## config.mk

```make
export PLATFORM = sky130hd
export DESIGN_NAME = ifa_input_function_assignment
export DESIGN_NICKNAME = d
export VERILOG_FILES = /design/src/rtl/ifa_pkg.sv /design/src/rtl/ifa_pin_if.sv /design/src/rtl/ifa_pin_sync.sv /design/src/rtl/ifa_input_function_assignment.sv
export SDC_FILE = /design/constraint.sdc
export NUM_CORES = 1
export LEC_CHECK = 0
export ABC_CLOCK_PERIOD_IN_PS = 1850
export BUFFER_PORTS_ARGS = -buffer_cell sky130_fd_sc_hd__buf_4
export CORE_AREA = 2 2 168 129
export CTS_BUF_LIST = sky130_fd_sc_hd__clkbuf_8
export CTS_CLUSTER_SIZE = 12
export DETAILED_ROUTE_END_ITERATION = 8
export DIE_AREA = 0 0 170 131
export PLACE_DENSITY_LB_ADDON = 0.08
export SLEW_MARGIN = 20
export SYNTH_ARGS = -nofsm -noshare
export SYNTH_HDL_FRONTEND = slang
export SYNTH_SLANG_ARGS = --single-unit
```

## constraint.sdc

```tcl
create_clock -name clk_sys -period 1.85 [get_ports clk_sys]
set_input_delay 0.185 -clock clk_sys [delete_from_list [all_inputs] [get_ports clk_sys]]
set_output_delay 0.185 -clock clk_sys [all_outputs]
set_load 0.02 [all_outputs]
```

## src/rtl/ifa_pkg.sv

```systemverilog
// Constants shared by the input function assignment block
package ifa_pkg;
	localparam int IFA_CODE_W = 7;
	localparam int IFA_HW_N = 6;
	localparam int IFA_COMM_N = 16;
	localparam int IFA_IN_N = IFA_HW_N + IFA_COMM_N;
	localparam int IFA_SYNC_N = 3;
	localparam int IFA_ADDR_W = 4;
	typedef logic [IFA_CODE_W-1:0] ifa_code_t;
	localparam ifa_code_t IFA_FN_NONE = 7'h00;
	localparam ifa_code_t IFA_FN_DRIVE_ENABLE = 7'h01;
	localparam ifa_code_t IFA_FN_FORWARD_RUN = 7'h02;
	localparam ifa_code_t IFA_FN_REVERSE_RUN = 7'h03;
	localparam ifa_code_t IFA_FN_BEGIN_POS = 7'h04;
	localparam ifa_code_t IFA_FN_HOMING_REQUEST = 7'h05;
	localparam ifa_code_t IFA_FN_POS_LIMIT = 7'h07;
	localparam ifa_code_t IFA_FN_NEG_LIMIT = 7'h08;
	localparam ifa_code_t IFA_FN_FORCED_STOP = 7'h0A;
	localparam ifa_code_t IFA_FN_FAULT_CLEAR = 7'h0B;
	localparam ifa_code_t IFA_FN_ADDR_BIT0 = 7'h3C;
	localparam ifa_code_t IFA_FN_INTERRUPT = 7'h31;
	localparam logic [IFA_HW_N-1:0] IFA_HW_RESET = 6'h00;
	localparam logic [IFA_ADDR_W-1:0] IFA_ADDR_RESET = 4'h0;
endpackage : ifa_pkg

```

## src/rtl/ifa_pin_if.sv

```systemverilog
// Interface carrying the synchronised hardware input levels
`timescale 1ns/1ps
interface ifa_pin_if;
	import ifa_pkg::*;
	logic [IFA_HW_N-1:0] level;
	modport producer (output level);
	modport consumer (input level);
endinterface : ifa_pin_if

```

## src/rtl/ifa_pin_sync.sv

```systemverilog
// Three-stage synchroniser for the hardware input terminals
`timescale 1ns/1ps
module ifa_pin_sync
	import ifa_pkg::*;
(
	input wire logic clk_sys,
	input wire logic reset,
	input wire logic [IFA_HW_N-1:0] pinRaw,
	ifa_pin_if.producer pins
);
	logic [IFA_HW_N-1:0] meta_q, meta_d;
	logic [IFA_HW_N-1:0] mid_q, mid_d;
	logic [IFA_HW_N-1:0] last_q, last_d;
	logic [IFA_HW_N-1:0] stable_q, stable_d;

	always_comb
	begin
		meta_d = pinRaw;
		mid_d = meta_q;
		last_d = mid_q;
		// Only accept a bit once the two later stages agree
		for (int i = 0; i < IFA_HW_N; i++)
			stable_d[i] = (mid_q[i] == last_q[i]) ? last_q[i] : stable_q[i];
	end

	always_ff @(posedge clk_sys)
	begin
		if (reset)
		begin
			meta_q <= IFA_HW_RESET;
			mid_q <= IFA_HW_RESET;
			last_q <= IFA_HW_RESET;
			stable_q <= IFA_HW_RESET;
		end
		else
		begin
			meta_q <= meta_d;
			mid_q <= mid_d;
			last_q <= last_d;
			stable_q <= stable_d;
		end
	end

	assign pins.level = stable_q;
endmodule : ifa_pin_sync

```

## src/rtl/ifa_input_function_assignment.sv

```systemverilog
// Routes hardware and communication inputs to drive control functions
// Overview of operation
// RULE1 - Codes: 1 enable, 2/3 run, 4 positioning, 5 homing, 7/8 limits, 10, 11, 60-63.
// RULE2 - Each code maps to one function; a hardware input carrying it drives it.
// RULE3 - Sixteen communication inputs, numbered 9 to 24, may carry codes too.
// RULE4 - Configuring party assigns interrupt code 49 only to hardware input 5.
// RULE5 - Limits and forced stop: hardware active when open, communication when set.
// RULE6 - Assignments are captured only at power-up, never while running.
// RULE7 - Unassigned enable and forced stop read on; other unassigned functions off.
// RULE8 - Code zero leaves an input unconnected and its state ignored.
`timescale 1ns/1ps
module ifa_input_function_assignment
	import ifa_pkg::*;
(
	input wire logic clk_sys,
	input wire logic reset,
	input wire logic [IFA_HW_N-1:0] externalInput,
	input wire logic [IFA_COMM_N-1:0] commInput,
	input wire logic [IFA_HW_N*IFA_CODE_W-1:0] hwAssign,
	input wire logic [IFA_COMM_N*IFA_CODE_W-1:0] commAssign,
	output logic driveEnable,
	output logic forwardRun,
	output logic reverseRun,
	output logic beginPositioning,
	output logic homingRequest,
	output logic positiveTravelLimit,
	output logic negativeTravelLimit,
	output logic forcedStop,
	output logic faultClear,
	output logic [IFA_ADDR_W-1:0] positionAddress
);
	ifa_pin_if pinBus ();

	ifa_pin_sync u_sync (
		.clk_sys(clk_sys),
		.reset(reset),
		.pinRaw(externalInput),
		.pins(pinBus)
	);

	// Codes captured at power-up, one per input
	ifa_code_t code_q [IFA_IN_N];
	ifa_code_t code_d [IFA_IN_N];
	logic [IFA_IN_N-1:0] level;
	logic [IFA_IN_N-1:0] active;

	function automatic logic isBreakContact(input ifa_code_t c);
		isBreakContact = (c == IFA_FN_POS_LIMIT) || (c == IFA_FN_NEG_LIMIT)
			|| (c == IFA_FN_FORCED_STOP);
	endfunction : isBreakContact

	// Any input carrying the code, OR of the active levels
	function automatic logic anyActive(
		input ifa_code_t c,
		input logic [IFA_IN_N-1:0] act,
		input ifa_code_t codes [IFA_IN_N]
	);
		anyActive = 1'h0;
		for (int i = 0; i < IFA_IN_N; i++)
		begin
			if (codes[i] == c)
				anyActive = anyActive | act[i];
		end
	endfunction : anyActive

	function automatic logic isAssigned(
		input ifa_code_t c,
		input ifa_code_t codes [IFA_IN_N]
	);
		isAssigned = 1'h0;
		for (int i = 0; i < IFA_IN_N; i++)
		begin
			if (codes[i] == c)
				isAssigned = 1'h1;
		end
	endfunction : isAssigned

	// Address bits use consecutive codes from bit 0 upwards
	function automatic ifa_code_t addrCode(input int b);
		addrCode = IFA_FN_ADDR_BIT0 + ifa_code_t'(b);
	endfunction : addrCode

	// Settings are sampled only while reset is held, so edits take effect next power-up
	always_comb
	begin
		for (int i = 0; i < IFA_IN_N; i++)
		begin
			code_d[i] = code_q[i];
		end
		if (reset)
		begin
			for (int i = 0; i < IFA_HW_N; i++)
			begin
				code_d[i] = hwAssign[i*IFA_CODE_W +: IFA_CODE_W]; // RULE2 RULE6
			end
			for (int i = 0; i < IFA_COMM_N; i++)
			begin
				code_d[IFA_HW_N+i] = commAssign[i*IFA_CODE_W +: IFA_CODE_W]; // RULE3 RULE6
			end
		end
	end

	// No reset: the codes are reloaded on every edge while reset is held
	always_ff @(posedge clk_sys)
	begin
		for (int i = 0; i < IFA_IN_N; i++)
		begin
			code_q[i] <= code_d[i];
		end
	end

	// Hardware inputs first, communication inputs 9 to 24 follow
	assign level = {commInput, pinBus.level}; // RULE3

	// Hardware terminals: limits and forced stop are break contacts
	always_comb
	begin
		for (int i = 0; i < IFA_HW_N; i++)
		begin
			if (code_q[i] == IFA_FN_NONE)
				active[i] = 1'h0; // RULE8
			else if (isBreakContact(code_q[i]))
				active[i] = ~level[i]; // RULE5
			else
				active[i] = level[i];
		end
		// Communication inputs: every function is active when set
		for (int i = IFA_HW_N; i < IFA_IN_N; i++)
		begin
			if (code_q[i] == IFA_FN_NONE)
				active[i] = 1'h0; // RULE8
			else
				active[i] = level[i]; // RULE5
		end
	end

	// Next and registered values of the function outputs
	logic driveEnable_d;
	logic forwardRun_d;
	logic reverseRun_d;
	logic beginPositioning_d;
	logic homingRequest_d;
	logic positiveTravelLimit_d;
	logic negativeTravelLimit_d;
	logic forcedStop_d;
	logic faultClear_d;
	logic [IFA_ADDR_W-1:0] positionAddress_d;
	logic driveEnable_q;
	logic forwardRun_q;
	logic reverseRun_q;
	logic beginPositioning_q;
	logic homingRequest_q;
	logic positiveTravelLimit_q;
	logic negativeTravelLimit_q;
	logic forcedStop_q;
	logic faultClear_q;
	logic [IFA_ADDR_W-1:0] positionAddress_q;
	logic enableAssigned;
	logic stopAssigned;

	// Only enable and forced stop read as on when no input carries them
	assign enableAssigned = isAssigned(IFA_FN_DRIVE_ENABLE, code_q); // RULE7
	assign stopAssigned = isAssigned(IFA_FN_FORCED_STOP, code_q); // RULE7

	// Interrupt code 49 is not routed here; hardware input 5 is trusted to carry it
	always_comb
	begin
		if (reset)
		begin
			// Stop held engaged and motion off until the codes have settled
			driveEnable_d = 1'h0;
			forwardRun_d = 1'h0;
			reverseRun_d = 1'h0;
			beginPositioning_d = 1'h0;
			homingRequest_d = 1'h0;
			positiveTravelLimit_d = 1'h0;
			negativeTravelLimit_d = 1'h0;
			forcedStop_d = 1'h1;
			faultClear_d = 1'h0;
			positionAddress_d = IFA_ADDR_RESET;
		end
		else
		begin
			driveEnable_d = enableAssigned
				? anyActive(IFA_FN_DRIVE_ENABLE, active, code_q) : 1'h1; // RULE1 RULE7
			forwardRun_d = anyActive(IFA_FN_FORWARD_RUN, active, code_q); // RULE1 RULE7
			reverseRun_d = anyActive(IFA_FN_REVERSE_RUN, active, code_q); // RULE1
			beginPositioning_d = anyActive(IFA_FN_BEGIN_POS, active, code_q); // RULE1
			homingRequest_d = anyActive(IFA_FN_HOMING_REQUEST, active, code_q); // RULE1
			positiveTravelLimit_d = anyActive(IFA_FN_POS_LIMIT, active, code_q); // RULE1
			negativeTravelLimit_d = anyActive(IFA_FN_NEG_LIMIT, active, code_q); // RULE1
			// Stop engaged level; unassigned means signal on, so no stop
			forcedStop_d = stopAssigned
				? anyActive(IFA_FN_FORCED_STOP, active, code_q) : 1'h0; // RULE1 RULE7
			faultClear_d = anyActive(IFA_FN_FAULT_CLEAR, active, code_q); // RULE1
			for (int b = 0; b < IFA_ADDR_W; b++)
				positionAddress_d[b] = anyActive(addrCode(b), active, code_q); // RULE1
		end
	end

	always_ff @(posedge clk_sys)
	begin
		driveEnable_q <= driveEnable_d;
		forwardRun_q <= forwardRun_d;
		reverseRun_q <= reverseRun_d;
		beginPositioning_q <= beginPositioning_d;
		homingRequest_q <= homingRequest_d;
		positiveTravelLimit_q <= positiveTravelLimit_d;
		negativeTravelLimit_q <= negativeTravelLimit_d;
		forcedStop_q <= forcedStop_d;
		faultClear_q <= faultClear_d;
		positionAddress_q <= positionAddress_d;
	end

	assign driveEnable = driveEnable_q;
	assign forwardRun = forwardRun_q;
	assign reverseRun = reverseRun_q;
	assign beginPositioning = beginPositioning_q;
	assign homingRequest = homingRequest_q;
	assign positiveTravelLimit = positiveTravelLimit_q;
	assign negativeTravelLimit = negativeTravelLimit_q;
	assign forcedStop = forcedStop_q;
	assign faultClear = faultClear_q;
	assign positionAddress = positionAddress_q;
endmodule : ifa_input_function_assignment

```

Word level (Yosys, flattened, before mapping)
Index checks and enable logic that the tools add are counted.
{"block": "op_classes", "add_sub_neg": 0, "eq_ne": 292, "n_mux": 633, "shifts": 0, "bitwise_logic": 279, "div_mod_pow": 0, "n_reduce_logical": 34, "multipliers": 0, "order_cmp": 0}
{"op": "1-bit two-way mux", "count": 633}
{"op": "7-bit by 6-bit == test with 1-bit output (second input constant)", "count": 88}
{"op": "7-bit by 3-bit == test with 1-bit output (second input constant)", "count": 66}
{"op": "7-bit by 4-bit == test with 1-bit output (second input constant)", "count": 66}
{"op": "7-bit by 2-bit == test with 1-bit output (second input constant)", "count": 44}
{"op": "1-bit OR", "count": 273}
{"op": "7-bit by 1-bit == test with 1-bit output (second input constant)", "count": 22}
{"op": "7-bit zero test", "count": 22}
{"op": "1-bit logical OR", "count": 12}
{"op": "1-bit == test", "count": 6}
{"op": "1-bit NOT", "count": 6}
{"block": "totals", "n_memories": 0, "latchBits": 0, "output_inout_bits": 13, "ram_bits": 0, "word_cells": 1279, "romBits": 0, "regBits": 191}

Logic depth before layout (Yosys ltp)
Gate-level depths: netlist of the first run.
{"block": "depth", "word_depth": 70, "depth_mapped": 7}

By module
Synthesis of the first run repeated with hierarchy kept, for this count alone.
{"block": "unflattened", "cells_unflattened": 828, "hier_area_um2": 9232.6}
{"mod": "ifa_input_function_assignment", "seq_area_each_um2": 4884.7, "area_per_inst_um2": 8511.9, "instances": 1, "cells_each": 766}
{"mod": "ifa_pin_sync", "seq_area_each_um2": 480.5, "area_per_inst_um2": 720.7, "instances": 1, "cells_each": 62}

Least setup slack after synthesis of the first run
Ideal clock, no wire load.
{"block": "synth_timing", "path_kind": "flip-flop to flip-flop", "startpoint": "register code_q[54] (netlist bit)", "endpoint": "register negativeTravelLimit_q, in the netlist negativeTravelLimit", "required_ns": 1.773, "setup_ns": 0.077, "path_slack_ns": -0.147, "n_path_buf": 0, "t_arrival_ns": 1.921, "path_stages_with_launch": 7, "path_cell_list": "edfxtp_1 > or4b_4 > or3b_1 > or3_1 > o311ai_1 > nor4_1 > a41oi_2"}
{"block": "synth_via", "elab_chain_cells": 25, "word_cells_on_any_way": 26}
{"element": "from (decl)", "line": "ifa_input_function_assignment.sv:42", "text": "ifa_code_t code_q [IFA_IN_N];"}
{"element": "from (signal, indexed assignment)", "line": "ifa_input_function_assignment.sv:108", "text": "code_q[i] <= code_d[i];"}
{"element": "7-bit zero test", "line": "ifa_input_function_assignment.sv:130", "text": "if (code_q[i] == IFA_FN_NONE)"}
{"element": "1-bit two-way mux", "line": "ifa_input_function_assignment.sv:130"}
{"element": "1-bit OR", "line": "ifa_input_function_assignment.sv:62", "text": "anyActive = anyActive | act[i];"}
{"element": "1-bit two-way mux *", "line": "ifa_input_function_assignment.sv:61", "text": "if (codes[i] == c)"}
{"element": "1-bit two-way mux *", "line": "ifa_input_function_assignment.sv:168", "text": "if (reset)"}
{"element": "1-bit OR", "line": "ifa_input_function_assignment.sv:62"}
{"element": "1-bit two-way mux *", "line": "ifa_input_function_assignment.sv:61"}
{"element": "1-bit two-way mux *", "line": "ifa_input_function_assignment.sv:168"}
{"element": "[9 not listed]"}
{"element": "1-bit OR", "line": "ifa_input_function_assignment.sv:62"}
{"element": "1-bit two-way mux *", "line": "ifa_input_function_assignment.sv:61"}
{"element": "1-bit two-way mux *", "line": "ifa_input_function_assignment.sv:168"}
{"element": "1-bit OR", "line": "ifa_input_function_assignment.sv:62"}
{"element": "1-bit two-way mux *", "line": "ifa_input_function_assignment.sv:61"}
{"element": "1-bit two-way mux *", "line": "ifa_input_function_assignment.sv:168"}
{"element": "1-bit OR", "line": "ifa_input_function_assignment.sv:62"}
{"element": "1-bit two-way mux *", "line": "ifa_input_function_assignment.sv:61"}
{"element": "to (signal assigned)", "line": "ifa_input_function_assignment.sv:209", "text": "negativeTravelLimit_q <= negativeTravelLimit_d;"}
{"element": "to (decl)", "line": "ifa_input_function_assignment.sv:154", "text": "logic negativeTravelLimit_q;"}
Every way passes the cells marked *; elsewhere a longest branch is shown, timed or not. The select of a mux whose other input is x is not followed.
A chain may end at the register's enable or synchronous reset.

Worst setup path in the final report of the first run
{"block": "layout_timing", "startpoint": "register code_q[53] (netlist bit)", "endpoint": "register negativeTravelLimit_q, in the netlist negativeTravelLimit"}
The elaborated chain is that of the path after synthesis.

==> metrics.yaml, run 1 <==
cts-buffers-inserted: 17
top_level_ports: 191
required_time_at_the_worst_slack_endpoint_ps: 2260
layout-drive-gt1-share_pct: 41.4
postSynthNetCount: 1000
crit_fanout: 2
htree_levels: 4
hold_ws_ps: 101
max_cap_viol_count: 0
postSynth.asyncResetShare_pct: 0
route.vias.total: 9938
synthFlopType: "edfxtp_1"
cts.sinks: 191
wire_length_of_the_first_global_routing_pass_um: 57600
mappedNetlistArea_mm2: 0.00917
yosys-top-cells-count: "154 x edfxtp_1, 70 x nand2_1, 60 x nand3_1"
post-synth-top-count-cell: "edfxtp_1"
cts-root-to-sink-buffers: 2
antenna_found_initial: 0
cts_root_buffer: "clkbuf_8"
maxSlewViolCount: 0
run_status: "finished with violations"
synthesized_flop_and_latch_total: 191
avgViaCountPerCell: 5.89
drc: 0
clock_skew_ps: 23.2
fp.dieW_um: 170
floorplan.die_area_mm2: 0.0223
power.ir.vdd_worst_mv: 0.492
cts_tree: "yes"
post_synth_edffs: 154
violations: "negative setup slack"
cts.clk_slew.worst_paths_ps: 110
timing.final.setup_violations: 11
post_synth_num_cell_types: 59
ant_nets: 0
detail_route.wl_per_cell_um: 23.8
slew-limit-headroom_pct: 56.0
route.final.wire_length_um: 40200
fillers: 1410
critPathKind: "flop to flop"
initial_standard_cell_utilization_of_the_core_pct: 44.3
number_of_cell_rows: 46
cells_after_synth: 822
rsz_0062_raised_after_global_routing: "yes"
area.growth.synth_to_final_pct: 69.5
drt_iter0_markers: 998
grt_pass1_vias: 9710
coreArea_mm2: 0.0207
crit_path_end_kind: "flop"
detail_route.first_pass.iterations: 6
pwr_density_cell_mw_per_mm2: 638
fin_total_pwr_mw: 9.93
place_congestion: 1.06
timing.final.hold_violations: 0
synth_top_area_share_pct: 50.4
synth_area_leader_cell: "edfxtp_1"
worst_pin_slew_ps: 651
cp_data_arrival_time_ps: 2530
grt_overflow: 0
nNetsFinal: 1589
worst_slack_ps: -271
grt_use_total_pct: 35.8
synth.yosys.warnings: 0
synth.yosys.seq_area_share_pct: 58.5
setup.worst_path.start_class: "flop"
grt_max_degree: 70
num_antenna_cells: 0
post-route-min-period_ps: 2120
dp_hpwl_um: 29100
max_clock_freq_mhz: 471
leakage_nw: 5.95
numPortBuffers: 190
syn-mean-instance-area_um2: 11.2
die_h_um: 131
synth.area.top_cells: "edfxtp_1 50%, dfxtp_1 8.1%, nor2b_1 3.3%"
portion_of_the_clock_cycle_consumed_by_the_worst_path_in_the_final_layout_pct: 115
worstSkewPairLatency_ps: 490
hp-class: "primary input to flop"
finalCoreUtilization_pct: 75.0
[repair_timing]
| action | 4_1_cts | 5_1_grt |
|---|---|---|
| buffers inserted | 10 | 10 |
| pin swaps | 35 | 35 |
| hold buffers | 160 | 0 |
| gates resized for setup | 97 | 77 |
| endpoints found under the setup margin | 13 | 13 |
| endpoints found under the hold margin | 160 | 0 |
[through the flow]
step                setup TNS, ps  std cells  worst slack [ps]  instance area, um^2
floorplan                    -126        822              -126                 9190
global placement            -1860       1488              -272                12600
finish                      -1360       1688              -271                15500
detailed placement          -2180       1488              -319                12600
CTS                         -1060       1687              -248                15100
global route                -2190       1688              -340                15500
[power by group]
part / switching, mW / total, mW / internal [mW]
logic: 0.832 / 1.85 / 1.02
clock network: 1.70 / 2.82 / 1.12
registers: 0.272 / 5.26 / 4.99
total: 2.80 / 9.93 / 7.12
[kinds of logic (layout without fill, tap and decap cells)]
group	count (synthesis)	after routing	share of synthesized area, %
AOI/OAI and AO/OA	145	145	11.6
and+or+nand+nor	457	457	28.6
xor gates and xnor gates	1	1	0.0955
buffers and inverters	28	630	1.15
DFF	191	191	58.5
[worst max-delay path: stages (launching register included)]
cell	delay [ps]
edfxtp_1	400
or4b_4	570
or3b_4	390
or3_1	360
o311ai_2	110
nor4_2	90
a41oi_2	140
[state kept, by name (all words and copies together) (netlist names), 4 cells and up]
signal / flops
u_sync.meta_q: 6
positionAddress: 4
code_q: 154
u_sync.last_d: 6
u_sync.last_q: 6
u_sync.pins.level: 6
[cell type report]
type	count	area, um^2	area share [%]
Clock buffer	17	234	1.50
Clock inverter	15	156	1.01
Inverter	13	48.8	0.314
Multi-Input combinational cell	603	4530	29.1
Sequential cell	191	5370	34.5
Tap cell	264	330	2.12
Timing Repair Buffer	585	4880	31.4
[layout by cell type (no fill, tap or decap), drive strengths merged, types with 27 or more instances in the layout]
master,synthesis,final
edfxtp,154,154
nor2,50,50
o22ai,29,29
nand3,60,60
nor4,27,27
nor2b,49,49
nor3,43,43
dlygate4sd3,0,160
nand4,29,29
nand2,70,70
dfxtp,37,37
buf,2,425
[metal layers]
layer / global-route usage [%] / vias to the layer above / wire, um
li1: - / 4475 / -
met1: 47.8 / 4842 / 16900
met2: 56.7 / 528 / 18100
met3: 10.9 / 93 / 4070
met4: 11.1 / 0 / 1200
met5: 0 / - / 0
[final timing paths]
kind / from / slack (ps) / endpoint / cells past startpoint
max: code_q[53] / -270 / negativeTravelLimit / 6
min: reset / 100 / code_q[136] / 1
max reg2reg: code_q[53] / -270 / negativeTravelLimit / 6
min reg2reg: u_sync.meta_q[0] / 450 / u_sync.last_d[0] / 1
No activity file was read; power rests on OpenSTA's default activity.
==> inputs of run 2 (changes only) <==
--- a/config.mk
+++ b/config.mk
@@ -13,6 +13,7 @@
 export DETAILED_ROUTE_END_ITERATION = 8
 export DIE_AREA = 0 0 170 131
 export PLACE_DENSITY_LB_ADDON = 0.08
+export RECOVER_POWER = 100
 export SLEW_MARGIN = 20
 export SYNTH_ARGS = -nofsm -noshare
 export SYNTH_HDL_FRONTEND = slang
==> metrics.yaml, run 2 (synthesis gave the netlist of run 1 again) <==
timing.final.hold_violations: 0  # unchanged
fillers: 1438  # was 1,410
maxSlewViolCount: 0  # unchanged
timing.final.setup_violations: 12  # was 11
fp.dieW_um: 170  # unchanged
coreArea_mm2: 0.0207  # unchanged
clockPowerShare_pct: 28.5  # was 28.4%
cell_internal_power_mw: 7.09  # was 7.12 mW
numPortBuffers: 190  # unchanged
required_time_at_the_worst_slack_endpoint_ps: 2260  # about the same
critical_path_buf_inv_count: 0  # unchanged
comb_power_share_pct: 18.3  # was 18.6%
floorplan.die_area_mm2: 0.0223  # unchanged
cts_tree: "yes"  # unchanged
pwr_density_cell_mw_per_mm2: 639  # was 638 mW/mm^2
grt_use_total_pct: 35.8  # unchanged
route.final.wire_length_um: 40300  # was 40,200 um
cp_data_arrival_time_ps: 2530  # about the same
place_congestion: 1.06  # unchanged
final_cell_mix: "238 x buf_4, 160 x dlygate4sd3_1, 154 x edfxtp_1, 153 x clkbuf_4, 69 x nand2_1"  # was 406 x buf_4, 160 x dlygate4sd3_1, 154 x edfxtp_1, 69 x nand2_1
clock_skew_ps: 23.0  # was 23.2 ps
drt_iter0_markers: 980  # was 998
rsz_0062_raised_after_global_routing: "yes"  # unchanged
avgViaCountPerCell: 5.85  # was 5.89
layout-drive-gt1-share_pct: 40.3  # was 41.4%
cts.sinks: 191  # unchanged
worst_slack_ps: -274  # was -271 ps
detail_route.first_pass.iterations: 5  # was 6
total_area_of_multi_input_combinational_cells_mm2: 0.00453  # unchanged
critical-path-max-stage-delay_ps: 570  # about the same
power.ir.vdd_worst_mv: 0.492  # about the same
setup.worst_path.start_class: "flop"  # unchanged
max_ffs_per_register: 154  # unchanged
cts-root-to-sink-buffers: 2  # unchanged
max_clock_freq_mhz: 471  # about the same
dp_hpwl_um: 29100  # unchanged
num_antenna_cells: 0  # unchanged
mostFrequentLayoutCell: "buf_4"  # unchanged
grt_pass1_vias: 9710  # unchanged
finalCoreUtilization_pct: 74.6  # was 75.0%
leakage_nw: 5.85  # was 5.95 nW
cts.clk_slew.worst_paths_ps: 110  # about the same
cts-buffers-inserted: 17  # unchanged
cts_root_buffer: "clkbuf_8"  # unchanged
instances_no_fill: 1688  # unchanged
htree_levels: 4  # unchanged
drc: 0  # unchanged
regMostFlops: "code_q"  # unchanged
crit_fanout: 2  # unchanged
swShare_pct: 28.3  # was 28.2%
max_cap_viol_count: 0  # unchanged
crit_path_end_kind: "flop"  # unchanged
top_level_ports: 191  # unchanged
worst_pin_slew_ps: 1140  # was 651 ps
worst_path_dominant_cell_family: "simple AND/OR/NAND/NOR gates"  # unchanged
switchingPower_mw: 2.80  # about the same
run_status: "finished with violations"  # unchanged
detail_route.wl_per_cell_um: 23.8  # about the same
number_of_cell_rows: 46  # unchanged
antenna_found_initial: 0  # unchanged
nNetsFinal: 1589  # unchanged
route.vias.total: 9881  # was 9,938
wire_length_of_the_first_global_routing_pass_um: 57600  # unchanged
slew-limit-headroom_pct: 23.9  # was 56.0%
grt_overflow: 0  # unchanged
regArea_mm2: 0.00537  # unchanged
post-route-min-period_ps: 2120  # about the same
slowest_cell_on_the_critical_path: "or4b_4"  # unchanged
hp-class: "primary input to flop"  # unchanged
area.growth.synth_to_final_pct: 68.5  # was 69.5%
ant_nets: 0  # unchanged
placed_cells: 1488  # unchanged
initial_standard_cell_utilization_of_the_core_pct: 44.3  # unchanged
power.share.sequential_pct: 53.2  # was 53.0%
worstSkewPairLatency_ps: 490  # about the same
portion_of_the_clock_cycle_consumed_by_the_worst_path_in_the_final_layout_pct: 115  # about the same
critPathKind: "flop to flop"  # unchanged
die_h_um: 131  # unchanged
grt_max_degree: 70  # unchanged
violations: "negative setup slack"  # unchanged
worstPathCellList: "or4b_4 > or3b_4 > or3_1 > o311ai_2 > nor4_2 > a41oi_2"  # unchanged
## run 2: cell count changes in the layout (fill, tap and decap cells not counted), sizes merged
cell / change
buf: -170
clkbuf: +170
## run 2: area by class of cell
cell class / count / share of cell area (%)
inverter: 13 / 0.316
clock buffer: 17 / 1.51
sequential: 191 / 34.7
tap: 264 / 2.14
clock inverter: 15 / 1.01
timing repair buffer: 585 / 31.0
multi-input combinational: 603 / 29.3
## run 2: path summary, 6_finish.rpt
kind	from	end	slack, ps	depth (start not counted)
hold reg to reg	u_sync.meta_q[0]	u_sync.last_d[0]	450	1
setup reg to reg	code_q[53]	negativeTravelLimit	-270	6
setup / recovery	code_q[53]	negativeTravelLimit	-270	6
hold / removal	reset	code_q[136]	90	1
## run 2: repair_timing
item / CTS / global route
endpoints found under the hold margin: 160 / 0
setup buffers: 10 / 10
endpoints found under the setup margin: 13 / 13
pin swaps: 35 / 35
hold buffers: 160 / 0
gates resized for setup: 97 / 77
## run 2: per-layer routing
| layer | global-route usage (%) | part of all wire (%) | up-vias |
|---|---|---|---|
| met5 | 0 | 0 | - |
| met1 | 47.8 | 42 | 4786 |
| met3 | 10.9 | 11 | 81 |
| met2 | 56.7 | 45 | 551 |
| met4 | 11.1 | 2.6 | 0 |
| li1 | - | - | 4463 |
## run 2: worst register-to-register path, stage by stage, from the launching register on
cell      delay (ps)
edfxtp_1         400
or4b_4           570
or3b_4           390
or3_1            360
o311ai_2         110
nor4_2           100
a41oi_2          140
## run 2: metrics by stage
| step | setup WS (ps) | area [um^2] | hold WS [ps] | total power [mW] | TNS [ps] |
|---|---|---|---|---|---|
| finish | -274 | 15500 | 92.6 | 9.88 | -1390 |
| detailed placement | -319 | 12600 | 364 | 6.68 | -2180 |
| CTS | -248 | 15100 | 91.9 | 9.80 | -1060 |
| global route | -340 | 15500 | 88.4 | 10.2 | -2190 |
| floorplan | -126 | 9190 | 284 | 5.68 | -126 |
| global placement | -272 | 12600 | 363 | 6.66 | -1860 |
## run 2: power by group through the flow
stage / clock (mW) / sequential, mW / combinational [mW]
after floorplan: 0 / 5.31 / 0.371
after global placement: 0 / 5.30 / 1.35
after detailed placement: 0 / 5.31 / 1.37
after CTS: 2.85 / 5.23 / 1.72
after global routing: 3.01 / 5.30 / 1.90
final: 2.82 / 5.26 / 1.81
==> inputs of run 3 (changes only) <==
--- a/config.mk
+++ b/config.mk
@@ -7,11 +7,11 @@
 export LEC_CHECK = 0
 export ABC_CLOCK_PERIOD_IN_PS = 1850
 export BUFFER_PORTS_ARGS = -buffer_cell sky130_fd_sc_hd__buf_4
-export CORE_AREA = 2 2 168 129
+export CORE_AREA = 2 2 98 195
 export CTS_BUF_LIST = sky130_fd_sc_hd__clkbuf_8
 export CTS_CLUSTER_SIZE = 12
 export DETAILED_ROUTE_END_ITERATION = 8
-export DIE_AREA = 0 0 170 131
+export DIE_AREA = 0 0 100 197
 export PLACE_DENSITY_LB_ADDON = 0.08
 export RECOVER_POWER = 100
 export SLEW_MARGIN = 20
==> metrics.yaml, run 3 (synthesis gave the netlist of run 1 again) <==
run_status: "finished with violations"  # unchanged
violations: "design-rule violations, negative setup slack"  # was negative setup slack
dp_hpwl_um: 32300  # was 29,100 um
slowest_cell_on_the_critical_path: "edfxtp_1"  # was or4b_4
final_design_area_no_fill_mm2: 0.0156  # was 0.0155 mm^2
cts-buffers-inserted: 17  # unchanged
grt_overflow: 0  # unchanged
antenna_found_initial: 0  # unchanged
place_congestion: 1.08  # was 1.06
total_area_of_multi_input_combinational_cells_mm2: 0.00441  # was 0.00453 mm^2
avgViaCountPerCell: 6.88  # was 5.85
crit_fanout: 3  # was 2
switchingPower_mw: 3.12  # was 2.80 mW
instances_no_fill: 1682  # was 1,688
detail_route.first_pass.iterations: 9  # was 5
grt_pass1_vias: 11637  # was 9,710
cts.sinks: 191  # unchanged
grt_max_degree: 121  # was 70
route.vias.total: 11566  # was 9,881
critical-path-max-stage-delay_ps: 470  # was 570 ps
top_level_ports: 191  # unchanged
crit_path_end_kind: "flop"  # unchanged
numPortBuffers: 190  # unchanged
placed_area_mm2: 0.0128  # was 0.0126 mm^2
clockPowerShare_pct: 27.5  # was 28.5%
finalCoreUtilization_pct: 85.5  # was 74.6%
fp.dieW_um: 100  # was 170 um
nNetsFinal: 1631  # was 1,589
max_cap_viol_count: 0  # unchanged
cp_data_arrival_time_ps: 2640  # was 2530 ps
floorplan.die_area_mm2: 0.0197  # was 0.0223 mm^2
cts-root-to-sink-buffers: 2  # unchanged
worstPathCellList: "nor4b_1 > buf_4 > nand3b_1 > o22ai_1 > buf_4 > nor4_2 > a31oi_1"  # was or4b_4 > or3b_4 > or3_1 > o311ai_2 > nor4_2 > a41oi_2
hold_ws_ps: 154  # was 92.6 ps
required_time_at_the_worst_slack_endpoint_ps: 2250  # was 2260 ps
worstSkewPairLatency_ps: 520  # was 490 ps
placed_cells: 1472  # was 1,488
drc: 30  # was 0
die_h_um: 197  # was 131 um
mostFrequentLayoutCell: "buf_4"  # unchanged
area.growth.synth_to_final_pct: 69.9  # was 68.5%
clock_skew_ps: 26.5  # was 23.0 ps
post-route-min-period_ps: 2240  # was 2120 ps
detail_route.wl_per_cell_um: 30.8  # was 23.8 um
power.ir.vdd_worst_mv: 0.514  # was 0.492 mV
maxSlewViolCount: 0  # unchanged
cts.clk_slew.worst_paths_ps: 130  # was 110 ps
worst_pin_slew_ps: 960  # was 1140 ps
htree_levels: 4  # unchanged
initial_standard_cell_utilization_of_the_core_pct: 50.4  # was 44.3%
portion_of_the_clock_cycle_consumed_by_the_worst_path_in_the_final_layout_pct: 121  # was 115%
pwr_density_cell_mw_per_mm2: 650  # was 639 mW/mm^2
cell_internal_power_mw: 7.01  # was 7.09 mW
slew-limit-headroom_pct: 35.1  # was 23.9%
drt_iter0_markers: 1726  # was 980
comb_power_share_pct: 20.3  # was 18.3%
coreArea_mm2: 0.0182  # was 0.0207 mm^2
route.final.wire_length_um: 51700  # was 40,300 um
final_cell_mix: "313 x buf_4, 160 x dlygate4sd3_1, 154 x edfxtp_1, 127 x clkbuf_4, 67 x nand2_1"  # was 238 x buf_4, 160 x dlygate4sd3_1, 154 x edfxtp_1, 153 x clkbuf_4, 69 x nand2_1
fillers: 840  # was 1,438
max_clock_freq_mhz: 446  # was 471 MHz
grt_use_total_pct: 50.9  # was 35.8%
rsz_0062_raised_after_global_routing: "yes"  # unchanged
regArea_mm2: 0.00537  # about the same
timing.final.hold_violations: 0  # unchanged
ant_nets: 0  # unchanged
setup.worst_path.start_class: "flop"  # unchanged
hp-class: "primary input to flop"  # unchanged
regMostFlops: "code_q"  # unchanged
power.share.sequential_pct: 52.2  # was 53.2%
worst_slack_ps: -394  # was -274 ps
max_ffs_per_register: 154  # unchanged
critPathKind: "flop to flop"  # unchanged
cts_tree: "yes"  # unchanged
timing.final.setup_violations: 13  # was 12
timing.critical_path.mode_cell: "buf_4"
leakage_nw: 6.02  # was 5.85 nW
wire_length_of_the_first_global_routing_pass_um: 71500  # was 57,600 um
swShare_pct: 30.8  # was 28.3%
layout-drive-gt1-share_pct: 41.0  # was 40.3%
num_antenna_cells: 0  # unchanged
number_of_cell_rows: 70  # was 46
cts_root_buffer: "clkbuf_8"  # unchanged
==> run 3: per-stage QoR <==
step	TNS (ps)	setup WS, ps	total power [mW]
floorplan	-126	-126	5.68
global placement	-2490	-389	6.72
detailed placement	-3040	-466	6.78
CTS	-1620	-280	9.66
global route	-4390	-438	10.3
finish	-3600	-394	10.1
==> run 3: final cells by class <==
class | instances | area share, %
Clock buffer | 17 | 1.50
Tap cell | 216 | 1.73
Timing Repair Buffer | 627 | 32.9
Clock inverter | 15 | 0.843
Sequential cell | 191 | 34.4
Multi-Input combinational cell | 603 | 28.3
Inverter | 13 | 0.313
==> run 3: what timing repair did <==
item                                    in CTS  in global routing
gates resized for setup                     85                 59
cloned                                       0                  0
buffers inserted                             6                 12
endpoints found under the hold margin      160                  0
endpoints found under the setup margin      13                 13
hold buffers                               160                  0
pin swaps                                   25                 24
==> run 3: per-layer routing <==
metal	global-route usage [%]	vias to the layer above	routed length, um
met5	1.59	-	33
met3	16.9	507	6040
li1	-	4561	-
met2	83.4	1253	24600
met1	47.2	5243	14100
met4	50.9	2	6960
==> run 3: path summary, 6_finish.rpt <==
check | start | end | slack (ps) | depth (start not counted)
max | code_q[75] | homingRequest | -390 | 7
min reg2reg | u_sync.meta_q[3] | u_sync.last_d[3] | 450 | 1
min | reset | forcedStop | 150 | 5
max reg2reg | code_q[75] | homingRequest | -390 | 7
==> run 3: power by group through the flow <==
stage	logic [mW]	clock network, mW	registers (mW)
after detailed placement	1.47	0	5.30
after CTS	1.83	2.61	5.22
after global placement	1.44	0	5.28
after global routing	2.09	2.89	5.30
final	2.05	2.79	5.29
after floorplan	0.371	0	5.31
==> run 3: worst max-delay path: cells and delay by family, from the launching register on <==
kind | cells | cell delay [ps]
buf+inv | 2 | 410
compound gates | 2 | 500
flops | 1 | 470
simple gates | 3 | 750
